<file path="src/include/emcfg_pkg.sv">
// Purpose: Constants for the energy measurement mode/config register bank
// Assumes: 7-bit indirect pointer, 8-bit data port, 16-bit registers split in byte halves
// Notes on behaviour
// Writing one to mode A bit 7 restores every bank register to default.
// Mode A bit 6 high bypasses zero-crossing lowpass filter.
// Mode A bit 5 high inserts integrator in current path.
// Mode A bit 4 high swaps first and second channel converter outputs.
// Mode A bit 3 high powers down voltage and current converters.
// Mode A bit 2 defaults one and disables pulse output B.
// Mode A bit 1 defaults one and disables pulse output A.
// Mode A bit 0 high bypasses both high-pass filters.
// Mode B bits 7-6 pick pulse B source; default reactive.
// Mode B bits 5-4 pick pulse A source; default active.
// For code 1x, mode B bit 3 picks apparent (0) or rms current (1).
// Software must not mix apparent and rms current across the two outputs.
// Mode B bit 2 high syncs rms updates to voltage zero crossings.
// Mode B bit 1 low makes line measurement hold the period.
// Mode B bit 1 high makes line measurement hold frequency.
// Software always writes one to reserved mode B bit 0.
// Pulse A denominator 16 bits resets 0x003f; numerator resets zero.
// Pulse B denominator 16 bits resets 0x003f; numerator resets zero.
// Reactive divisor, 8 bits at pointer 0x25, resets zero.
// Apparent divisor, 8 bits at pointer 0x26, resets zero.
// Soft reset bit clears itself after defaults restored.
package emcfg_pkg;
  localparam int          ADDR_W        = 7;
  localparam logic [6:0]  ADDR_MODE_A   = 7'h0b;
  localparam logic [6:0]  ADDR_MODE_B   = 7'h0c;
  localparam logic [6:0]  ADDR_VAR_DIV  = 7'h25;
  localparam logic [6:0]  ADDR_VA_DIV   = 7'h26;
  localparam logic [6:0]  ADDR_A_NUM    = 7'h27;
  localparam logic [6:0]  ADDR_A_DEN    = 7'h28;
  localparam logic [6:0]  ADDR_B_NUM    = 7'h29;
  localparam logic [6:0]  ADDR_B_DEN    = 7'h2a;
  localparam logic [6:0]  ADDR_CAL_MODE = 7'h3d;
  localparam logic [7:0]  RST_MODE_A    = 8'h06;
  localparam logic [7:0]  RST_MODE_B    = 8'h40;
  localparam logic [7:0]  RST_BYTE      = 8'h00;
  localparam logic [15:0] RST_NUM       = 16'h0000;
  localparam logic [15:0] RST_DEN       = 16'h003f;
  localparam int          BIT_SOFT_RST  = 7;
  localparam int          BIT_ZX_BYP    = 6;
  localparam int          BIT_INTEG     = 5;
  localparam int          BIT_SWAP      = 4;
  localparam int          BIT_CONVERTER_POWER_DOWN     = 3;
  localparam int          BIT_B_DIS     = 2;
  localparam int          BIT_A_DIS     = 1;
  localparam int          BIT_HPF_BYP   = 0;
  localparam int          SRC_B_HI      = 7;
  localparam int          SRC_A_HI      = 5;
  localparam int          BIT_RMS_CHO   = 3;
  localparam int          BIT_ZX_RMS    = 2;
  localparam int          BIT_FREQ_SEL  = 1;
  // Pulse source decoded
  typedef enum logic [1:0] {
    SRC_ACTIVE   = 2'h0,
    SRC_REACTIVE = 2'h1,
    SRC_APPARENT = 2'h2,
    SRC_IRMS     = 2'h3
  } pulse_src_t;
endpackage

</file>
<file path="src/hdl/emcfg_word16.sv">
// Purpose: One 16-bit register written a byte at a time
// Assumes: hiSel picks the upper byte
// Notes: Soft reset returns the reset value
`timescale 1ns/100ps
module emcfg_word16 #(
  parameter logic [15:0] RST_VAL = 16'h0000
) (
  input  wire logic        ref_clk,  // Clock
  input  wire logic        nrst,     // Async reset, low
  input  wire logic        softRst,  // Restore default
  input  wire logic        wrEn,     // Write strobe
  input  wire logic        hiSel,    // Upper byte select
  input  wire logic [7:0]  wrData,   // Write byte
  output logic      [15:0] value     // Stored word
);
  logic [15:0] word_ff;
  logic [15:0] nxt_word;

  always_comb
  begin
    nxt_word = word_ff;
    if (softRst)
      nxt_word = RST_VAL;
    else if (wrEn && hiSel)
      nxt_word[15:8] = wrData;
    else if (wrEn)
      nxt_word[7:0] = wrData;
  end

  always_ff @(posedge ref_clk or negedge nrst)
  begin
    if (!nrst)
      word_ff <= RST_VAL;
    else
      word_ff <= nxt_word;
  end

  assign value = word_ff;
endmodule

</file>
<file path="src/hdl/emcfg_src_decode.sv">
// Purpose: Decodes a pulse output's 2-bit source code
// Assumes: Apparent/rms choice is shared by both outputs
// Notes: Shared choice is why both cannot differ
`timescale 1ns/100ps
module emcfg_src_decode (
  input  wire logic [1:0]           code,     // Source code field
  input  wire logic                 rmsCho,   // Apparent or rms choice
  output emcfg_pkg::pulse_src_t     source    // Decoded source
);
  always_comb
  begin
    if (code[1])
      source = rmsCho ? emcfg_pkg::SRC_IRMS : emcfg_pkg::SRC_APPARENT;
    else if (code[0])
      source = emcfg_pkg::SRC_REACTIVE;
    else
      source = emcfg_pkg::SRC_ACTIVE;
  end
endmodule

</file>
<file path="src/hdl/energy_meter_mode_config_bank.sv">
// Purpose: Mode and scaling configuration bank behind the indirect pointer
// Assumes: Software writes pointer, then data; 16-bit regs take hiSel per byte
// Notes: Soft reset returns bank to defaults in one cycle then self-clears
`timescale 1ns/100ps
module energy_meter_mode_config_bank (
  input  wire logic                   ref_clk,            // 250 MHz clock
  input  wire logic                   nrst,               // Async reset, low
  input  wire logic [6:0]             addrPtr,            // Indirect address pointer
  input  wire logic                   wrStrobe,           // Write data strobe
  input  wire logic                   hiSel,              // Upper byte of 16-bit reg
  input  wire logic [7:0]             wrData,             // Write data
  output logic      [7:0]             rdData,             // Read data, registered
  output logic                        bankReset,          // Measurement regs to default
  output logic                        zeroCrossFilterBypass, // Bypass ZX lowpass
  output logic                        integratorEnable,   // Integrator on current
  output logic                        channelSwap,        // Swap converter outputs
  output logic                        converterPowerDown, // Converters off
  output logic                        pulseAEnable,       // Pulse output A enable
  output logic                        pulseBEnable,       // Pulse output B enable
  output logic                        highpassBypass,     // Bypass high-pass filters
  output emcfg_pkg::pulse_src_t       pulseASource,       // Pulse A source
  output emcfg_pkg::pulse_src_t       pulseBSource,       // Pulse B source
  output logic                        rmsZeroCrossSync,   // Rms update on ZX
  output logic                        lineMeasFrequency,  // 1 freq, 0 period
  output logic      [7:0]             reactiveEnergyDivisor, // Reactive scaling
  output logic      [7:0]             apparentEnergyDivisor, // Apparent scaling
  output logic      [15:0]            pulseANumerator,    // Pulse A numerator
  output logic      [15:0]            pulseADenominator,  // Pulse A denominator
  output logic      [15:0]            pulseBNumerator,    // Pulse B numerator
  output logic      [15:0]            pulseBDenominator,  // Pulse B denominator
  output logic      [7:0]             calibrationMode     // Calibration mode
);
  logic [7:0]            modeA_ff;
  logic [7:0]            nxt_modeA;
  logic [7:0]            modeB_ff;
  logic [7:0]            nxt_modeB;
  logic [7:0]            reactive_energy_divisor_ff;
  logic [7:0]            nxt_reactive_energy_divisor;
  logic [7:0]            apparent_energy_divisor_ff;
  logic [7:0]            nxt_apparent_energy_divisor;
  logic [7:0]            calibration_mode_ff;
  logic [7:0]            nxt_calibration_mode;
  logic [7:0]            rdData_ff;
  logic [7:0]            nxt_rdData;
  logic                  softRst;
  logic                  wrModeA;
  logic                  wrModeB;
  logic                  wrVarDiv;
  logic                  wrVaDiv;
  logic                  wrCalMode;
  logic [15:0]           words [4];
  logic [3:0]            wordWr;
  logic                  zxByp_ff;
  logic                  nxt_zxByp;
  logic                  integ_ff;
  logic                  nxt_integ;
  logic                  swap_ff;
  logic                  nxt_swap;
  logic                  converter_power_down_ff;
  logic                  nxt_converter_power_down;
  logic                  aEn_ff;
  logic                  nxt_aEn;
  logic                  bEn_ff;
  logic                  nxt_bEn;
  logic                  hpfByp_ff;
  logic                  nxt_hpfByp;
  logic                  rms_zero_cross_sync_ff;
  logic                  nxt_rms_zero_cross_sync;
  logic                  period_frequency_select_ff;
  logic                  nxt_period_frequency_select;
  emcfg_pkg::pulse_src_t srcA_ff;
  emcfg_pkg::pulse_src_t nxt_srcA;
  emcfg_pkg::pulse_src_t srcB_ff;
  emcfg_pkg::pulse_src_t nxt_srcB;

  // Strobe passed in: a continuous assign only wakes on its arguments
  function automatic logic hit(input logic       stb,
                               input logic [6:0] ptr,
                               input logic [6:0] regAddr);
    hit = stb && (ptr == regAddr);
  endfunction

  // Bit 7 stored for one cycle is the soft reset pulse
  assign softRst = modeA_ff[emcfg_pkg::BIT_SOFT_RST];

  // A write landing in the soft reset cycle is lost; defaults win
  always_comb
  begin
    wrModeA   = hit(wrStrobe, addrPtr, emcfg_pkg::ADDR_MODE_A) && !softRst;
    wrModeB   = hit(wrStrobe, addrPtr, emcfg_pkg::ADDR_MODE_B) && !softRst;
    wrVarDiv  = hit(wrStrobe, addrPtr, emcfg_pkg::ADDR_VAR_DIV) && !softRst;
    wrVaDiv   = hit(wrStrobe, addrPtr, emcfg_pkg::ADDR_VA_DIV) && !softRst;
    wrCalMode = hit(wrStrobe, addrPtr, emcfg_pkg::ADDR_CAL_MODE) && !softRst;
  end

  // Mode A; the restore that bit 7 triggers also drops bit 7
  always_comb
  begin
    nxt_modeA = modeA_ff;
    if (softRst)
      nxt_modeA = emcfg_pkg::RST_MODE_A;
    else if (wrModeA)
      nxt_modeA = wrData;
  end

  always_ff @(posedge ref_clk or negedge nrst)
  begin
    if (!nrst)
      modeA_ff <= emcfg_pkg::RST_MODE_A;
    else
      modeA_ff <= nxt_modeA;
  end

  always_comb
  begin
    nxt_modeB = modeB_ff;
    if (softRst)
      nxt_modeB = emcfg_pkg::RST_MODE_B;
    else if (wrModeB)
      nxt_modeB = wrData;
  end

  always_ff @(posedge ref_clk or negedge nrst)
  begin
    if (!nrst)
      modeB_ff <= emcfg_pkg::RST_MODE_B;
    else
      modeB_ff <= nxt_modeB;
  end

  always_comb
  begin
    nxt_reactive_energy_divisor = reactive_energy_divisor_ff;
    if (softRst)
      nxt_reactive_energy_divisor = emcfg_pkg::RST_BYTE;
    else if (wrVarDiv)
      nxt_reactive_energy_divisor = wrData;
  end

  always_ff @(posedge ref_clk or negedge nrst)
  begin
    if (!nrst)
      reactive_energy_divisor_ff <= emcfg_pkg::RST_BYTE;
    else
      reactive_energy_divisor_ff <= nxt_reactive_energy_divisor;
  end

  always_comb
  begin
    nxt_apparent_energy_divisor = apparent_energy_divisor_ff;
    if (softRst)
      nxt_apparent_energy_divisor = emcfg_pkg::RST_BYTE;
    else if (wrVaDiv)
      nxt_apparent_energy_divisor = wrData;
  end

  always_ff @(posedge ref_clk or negedge nrst)
  begin
    if (!nrst)
      apparent_energy_divisor_ff <= emcfg_pkg::RST_BYTE;
    else
      apparent_energy_divisor_ff <= nxt_apparent_energy_divisor;
  end

  always_comb
  begin
    nxt_calibration_mode = calibration_mode_ff;
    if (softRst)
      nxt_calibration_mode = emcfg_pkg::RST_BYTE;
    else if (wrCalMode)
      nxt_calibration_mode = wrData;
  end

  always_ff @(posedge ref_clk or negedge nrst)
  begin
    if (!nrst)
      calibration_mode_ff <= emcfg_pkg::RST_BYTE;
    else
      calibration_mode_ff <= nxt_calibration_mode;
  end

  // Four 16-bit pulse scaling registers, pointer 0x27..0x2a in order
  localparam logic [15:0] WORD_RST [4] = '{emcfg_pkg::RST_NUM, emcfg_pkg::RST_DEN,
                                           emcfg_pkg::RST_NUM, emcfg_pkg::RST_DEN};
  generate
    for (genvar i = 0; i < 4; i++)
    begin : g_word
      assign wordWr[i] = hit(wrStrobe, addrPtr, emcfg_pkg::ADDR_A_NUM + 7'(i)) && !softRst;
      emcfg_word16 #(
        .RST_VAL (WORD_RST[i])
      ) u_word (
        .ref_clk (ref_clk),
        .nrst    (nrst),
        .softRst (softRst),
        .wrEn    (wordWr[i]),
        .hiSel   (hiSel),
        .wrData  (wrData),
        .value   (words[i])
      );
    end
  endgenerate

  // Registered readback; unmapped pointers read zero
  always_comb
  begin
    nxt_rdData = 8'h00;
    unique case (addrPtr)
      emcfg_pkg::ADDR_MODE_A:   nxt_rdData = modeA_ff;
      emcfg_pkg::ADDR_MODE_B:   nxt_rdData = modeB_ff;
      emcfg_pkg::ADDR_VAR_DIV:  nxt_rdData = reactive_energy_divisor_ff;
      emcfg_pkg::ADDR_VA_DIV:   nxt_rdData = apparent_energy_divisor_ff;
      emcfg_pkg::ADDR_A_NUM:    nxt_rdData = hiSel ? words[0][15:8] : words[0][7:0];
      emcfg_pkg::ADDR_A_DEN:    nxt_rdData = hiSel ? words[1][15:8] : words[1][7:0];
      emcfg_pkg::ADDR_B_NUM:    nxt_rdData = hiSel ? words[2][15:8] : words[2][7:0];
      emcfg_pkg::ADDR_B_DEN:    nxt_rdData = hiSel ? words[3][15:8] : words[3][7:0];
      emcfg_pkg::ADDR_CAL_MODE: nxt_rdData = calibration_mode_ff;
      default:                  nxt_rdData = 8'h00;
    endcase
  end

  always_ff @(posedge ref_clk or negedge nrst)
  begin
    if (!nrst)
      rdData_ff <= 8'h00;
    else
      rdData_ff <= nxt_rdData;
  end

  emcfg_src_decode u_srcA (
    .code   (nxt_modeB[emcfg_pkg::SRC_A_HI -: 2]),
    .rmsCho (nxt_modeB[emcfg_pkg::BIT_RMS_CHO]),
    .source (nxt_srcA)
  );

  emcfg_src_decode u_srcB (
    .code   (nxt_modeB[emcfg_pkg::SRC_B_HI -: 2]),
    .rmsCho (nxt_modeB[emcfg_pkg::BIT_RMS_CHO]),    // Shared, so no mixing
    .source (nxt_srcB)
  );

  // Output flops load from next mode values, so they move with the registers
  always_comb
  begin
    nxt_zxByp   = nxt_modeA[emcfg_pkg::BIT_ZX_BYP];
    nxt_integ   = nxt_modeA[emcfg_pkg::BIT_INTEG];
    nxt_swap    = nxt_modeA[emcfg_pkg::BIT_SWAP];
    nxt_converter_power_down   = nxt_modeA[emcfg_pkg::BIT_CONVERTER_POWER_DOWN];
    nxt_bEn     = !nxt_modeA[emcfg_pkg::BIT_B_DIS];
    nxt_aEn     = !nxt_modeA[emcfg_pkg::BIT_A_DIS];
    nxt_hpfByp  = nxt_modeA[emcfg_pkg::BIT_HPF_BYP];
    nxt_rms_zero_cross_sync   = nxt_modeB[emcfg_pkg::BIT_ZX_RMS];
    nxt_period_frequency_select = nxt_modeB[emcfg_pkg::BIT_FREQ_SEL];
  end

  always_ff @(posedge ref_clk or negedge nrst)
  begin
    if (!nrst)
    begin
      zxByp_ff   <= emcfg_pkg::RST_MODE_A[emcfg_pkg::BIT_ZX_BYP];
      integ_ff   <= emcfg_pkg::RST_MODE_A[emcfg_pkg::BIT_INTEG];
      swap_ff    <= emcfg_pkg::RST_MODE_A[emcfg_pkg::BIT_SWAP];
      converter_power_down_ff   <= emcfg_pkg::RST_MODE_A[emcfg_pkg::BIT_CONVERTER_POWER_DOWN];
      bEn_ff     <= !emcfg_pkg::RST_MODE_A[emcfg_pkg::BIT_B_DIS];
      aEn_ff     <= !emcfg_pkg::RST_MODE_A[emcfg_pkg::BIT_A_DIS];
      hpfByp_ff  <= emcfg_pkg::RST_MODE_A[emcfg_pkg::BIT_HPF_BYP];
      rms_zero_cross_sync_ff   <= emcfg_pkg::RST_MODE_B[emcfg_pkg::BIT_ZX_RMS];
      period_frequency_select_ff <= emcfg_pkg::RST_MODE_B[emcfg_pkg::BIT_FREQ_SEL];
      srcA_ff    <= emcfg_pkg::SRC_ACTIVE;
      srcB_ff    <= emcfg_pkg::SRC_REACTIVE;
    end
    else
    begin
      zxByp_ff   <= nxt_zxByp;
      integ_ff   <= nxt_integ;
      swap_ff    <= nxt_swap;
      converter_power_down_ff   <= nxt_converter_power_down;
      bEn_ff     <= nxt_bEn;
      aEn_ff     <= nxt_aEn;
      hpfByp_ff  <= nxt_hpfByp;
      rms_zero_cross_sync_ff   <= nxt_rms_zero_cross_sync;
      period_frequency_select_ff <= nxt_period_frequency_select;
      srcA_ff    <= nxt_srcA;
      srcB_ff    <= nxt_srcB;
    end
  end

  assign rdData                = rdData_ff;
  assign bankReset             = softRst;
  assign zeroCrossFilterBypass = zxByp_ff;
  assign integratorEnable      = integ_ff;
  assign channelSwap           = swap_ff;
  assign converterPowerDown    = converter_power_down_ff;
  assign pulseBEnable          = bEn_ff;
  assign pulseAEnable          = aEn_ff;
  assign highpassBypass        = hpfByp_ff;
  assign pulseASource          = srcA_ff;
  assign pulseBSource          = srcB_ff;
  assign rmsZeroCrossSync      = rms_zero_cross_sync_ff;
  assign lineMeasFrequency     = period_frequency_select_ff;
  assign reactiveEnergyDivisor = reactive_energy_divisor_ff;
  assign apparentEnergyDivisor = apparent_energy_divisor_ff;
  assign pulseANumerator       = words[0];
  assign pulseADenominator     = words[1];
  assign pulseBNumerator       = words[2];
  assign pulseBDenominator     = words[3];
  assign calibrationMode       = calibration_mode_ff;
endmodule

</file>
<file path="config.mk">
export PLATFORM = sky130hd
export DESIGN_NAME = energy_meter_mode_config_bank
export DESIGN_NICKNAME = d
export VERILOG_FILES = /design/src/include/emcfg_pkg.sv /design/src/hdl/emcfg_word16.sv /design/src/hdl/emcfg_src_decode.sv /design/src/hdl/energy_meter_mode_config_bank.sv
export SDC_FILE = /design/constraint.sdc
export NUM_CORES = 1
export LEC_CHECK = 0
export ABC_AREA = 1
export BUFFER_PORTS_ARGS = -buffer_cell sky130_fd_sc_hd__buf_2
export CAP_MARGIN = 25
export CORE_ASPECT_RATIO = 0.9
export CORE_MARGIN = 4
export CORE_UTILIZATION = 49
export DETAILED_ROUTE_END_ITERATION = 16
export PLACE_DENSITY = 0.86
export SKIP_CTS_REPAIR_TIMING = 1
export SLEW_MARGIN = 20
export SYNTH_ARGS = -nofsm -noshare
export SYNTH_HDL_FRONTEND = slang
export SYNTH_SLANG_ARGS = --single-unit
</file>
<file path="constraint.sdc">
create_clock -name ref_clk -period 1.45 [get_ports ref_clk]
set_clock_uncertainty 0.1 [all_clocks]
set_input_delay 0.0725 -clock ref_clk [delete_from_list [all_inputs] [get_ports ref_clk]]
set_output_delay 0.0725 -clock ref_clk [all_outputs]
set_load 0.05 [all_outputs]
</file>
==> out/results.txt <==
outcome: finished clean
Core Box Area: 11000 sq um
Hold Crit Class: primary input to flop
number of global-route vias before repair: 5390
Final Hold Viols: 0
CP Data Arrival Time: 1.66 ns
fraction of registers with async set/reset: 100%
fraction of layout cells with a size suffix above 1: 30.6%
TritonCTS clock tree: done
hpwl dp: 13700 um
Setup Crit Path Kind: flop to flop
Clock Pin Slew Worst Setup and Hold Paths: 0.06 ns
unique cell type count in the Yosys netlist: 28
logic gate share of total power: 19.1%
antenna violations before repair: 2
WHS Path Cells: 4
Min-Delay Endpoint: g_word[0].u_word.value[14]
Netlist Area Pre-Place: 5590 sq um
nets: 873
RSZ-0062 raised after global routing: true
required time of the critical path: 1.69 ns
synth top area cells: dfrtp_1 (45%), nand2_1 (11%), nand3_1 (8.9%)
crit-path cells: inv_2, buf_12, nand2_1, clkinv_4, nand2_1, o21ai_1
ys flop type: dfrtp_1
Global Route Usage Sum: 29.6%
critical path's top delay family: flip-flops
power share of the clock group: 43.0%
sequential share of the synthesized area: 52.3%
largest net degree at the start of global routing: 41
measured slew at the worst slew-check pin: 0.543 ns
vias per cell: 5.69
clock root buffer master: clkbuf_16
Crit. path cell count: 6
clock sink count: 116
Tcrit/Tclk final: 97.7%
drt pass-1 iters: 6
Initial Util: 50.9%
Critical Path Source Type: flop
Critical Path Fanout Max: 36
Rows: 36
IO Count: 129
Detailed Route Iter0 Violations: 770
# setup viols final: 0
Slew HR: 63.6%
total CTS buffers: 17
area delta synth->final: 31.4%
routed len/inst: 18.7 um
syn_area_per_cell: 8.13 sq um
Net Sw Power: 3.12 mW
Worst R2R Path Depth: 6
first-pass GRT wire length: 29400 um
switch share: 31.8%
DIE AREA: 13200 sq um
crit-path most repeated cell: nand2_1
syn nets: 707
reg2reg end: reactiveEnergyDivisor[2]
Fmax: 0.706 GHz
Worst setup EP type: flop
max cap viols: 0
Cell Pwr Density: 1340 nW/um^2
Post-Route Utilization: 66.9%
Cells after Synth: 688
clk_lat worst skew: 0.42 ns
Pleak: 3.86 nW
Seq cells post-synth: 116
H-tree depth: 4
GRT Residual Overflow: 0
Post-synth top cells: nand2_1 (168), dfrtp_1 (100), nand3_1 (99)
post-route ant nets: 0
Synth Warn #: 0
total internal power: 6.71 mW
hold path start: wrData[6]
r2r setup slk: 0.03 ns
Worst R2R Start: modeA_ff[7]
Max Slew Vio Count: 0
crit path buf inv count: 3
Total Wirelength: 19100 um
most frequent cell after synthesis: nand2_1
Flop pwr share: 37.9%
die width: 121 um
final instance area: 7350 sq um
worst vdd ir: 0.801 mV
Post-Layout Cell Count: 1019
Post-Place Cells: 980
Post-synth EDFFs: 0
drt drc: 0
clock buffer depth: 2
CP peak stage delay: 0.46 ns
min Tclk post-route: 1.42 ns
Worst path slowest cell: dfrtp_2
Ant. Diodes: 0
top cell type's share of synthesized area: 44.8%
die height: 109 um
post-synth top area cell: dfrtp_1
dpl cell area: 6660 sq um
Vias: 5801
# port buffers: 128
GP Congestion: 0.986
==> state kept, by name, summed over array words and instances (netlist names) <==
signal and count:
apparentEnergyDivisor 8, pulseBEnable 1, pulseASource 1, modeA_ff 8
reactiveEnergyDivisor 8, pulseAEnable 1, rdData 8, pulseBSource 1
modeB_ff 8, calibrationMode 8, g_word.u_word.value 64
==> placed cells by master, fill, tap and decap left out, types with 6 or more instances in the layout <==
cell,netlist,layout
clkbuf_16,0,17
o21ai_0,45,44
nand2_1,168,166
o21ai_2,8,8
nor2_1,36,34
nand2_2,9,10
dfstp_2,16,16
buf_2,9,127
a21oi_1,8,8
o21ai_1,56,57
buf_4,5,38
nand3_1,99,99
buf_12,0,6
dlygate4sd3_1,0,7
o22ai_1,12,12
inv_1,70,67
dfrtp_1,100,99
inv_2,8,10
==> through the flow <==
stage	power (mW)	hold WS, ns	setup WS, ns	setup TNS [ns]
after CTS	9.78	-0.501	-0.0921	-0.459
after detailed placement	5.61	-0.0668	-0.100	-1.73
after global routing	10.1	0.0508	-0.0222	-0.0490
after floorplan	4.99	-0.323	-0.0519	-0.0666
after global placement	5.58	-0.0651	-0.0687	-1.04
final	9.83	0.0242	0.0337	0
==> tightest hold or removal path, cell delays in order <==
cell and delay, ns:
buf_2 0.07, inv_1 0.06, buf_4 0.18, o21ai_2 0.12
==> per-layer routing <==
layer	wire length, um	track usage (%)	vias up
li1	-	-	2591
met5	25	0	-
met1	7480	41.0	2710
met2	8460	43.7	434
met4	561	11.4	4
met3	2530	9.41	62
==> cells by family after synthesis <==
logic type      synth area share [%]
compound gates                  12.4
buf+inv                         8.26
simple gates                    27.1
flops                           52.3
==> worst max path at each step <==
stage / startpoint / to / slack (ns)
5_1_grt: modeA_ff[7] / pulseASource[0] / -0.02
6_report: modeA_ff[7] / reactiveEnergyDivisor[2] / 0.03
3_3_place_gp: addrPtr[6] / g_word[3].u_word.value[1] / -0.07
3_5_place_dp: addrPtr[6] / g_word[0].u_word.value[8] / -0.10
4_1_cts: modeA_ff[7] / g_word[0].u_word.value[15] / -0.09
2_1_floorplan: modeA_ff[7] / rdData[7] / -0.05
==> layout make-up <==
class                           instances  area (sq um)
Fill cell                             872          3640
Sequential cell                       116          2920
Multi-Input combinational cell        463          2230
Timing Repair Buffer                  178          1110
Clock buffer                           24           502
Inverter                               78           298
Tap cell                              152           190
Clock inverter                          8          97.6
==> power groups by stage <==
stage	Sequential [mW]	Combinational, mW	Clock (mW)
after floorplan	4.56	0.431	0
after global placement	3.76	1.81	0
after detailed placement	3.77	1.84	0
after CTS	3.72	1.85	4.21
after global routing	3.76	1.98	4.37
final	3.73	1.88	4.22
No activity file was read; power rests on OpenSTA's default activity.
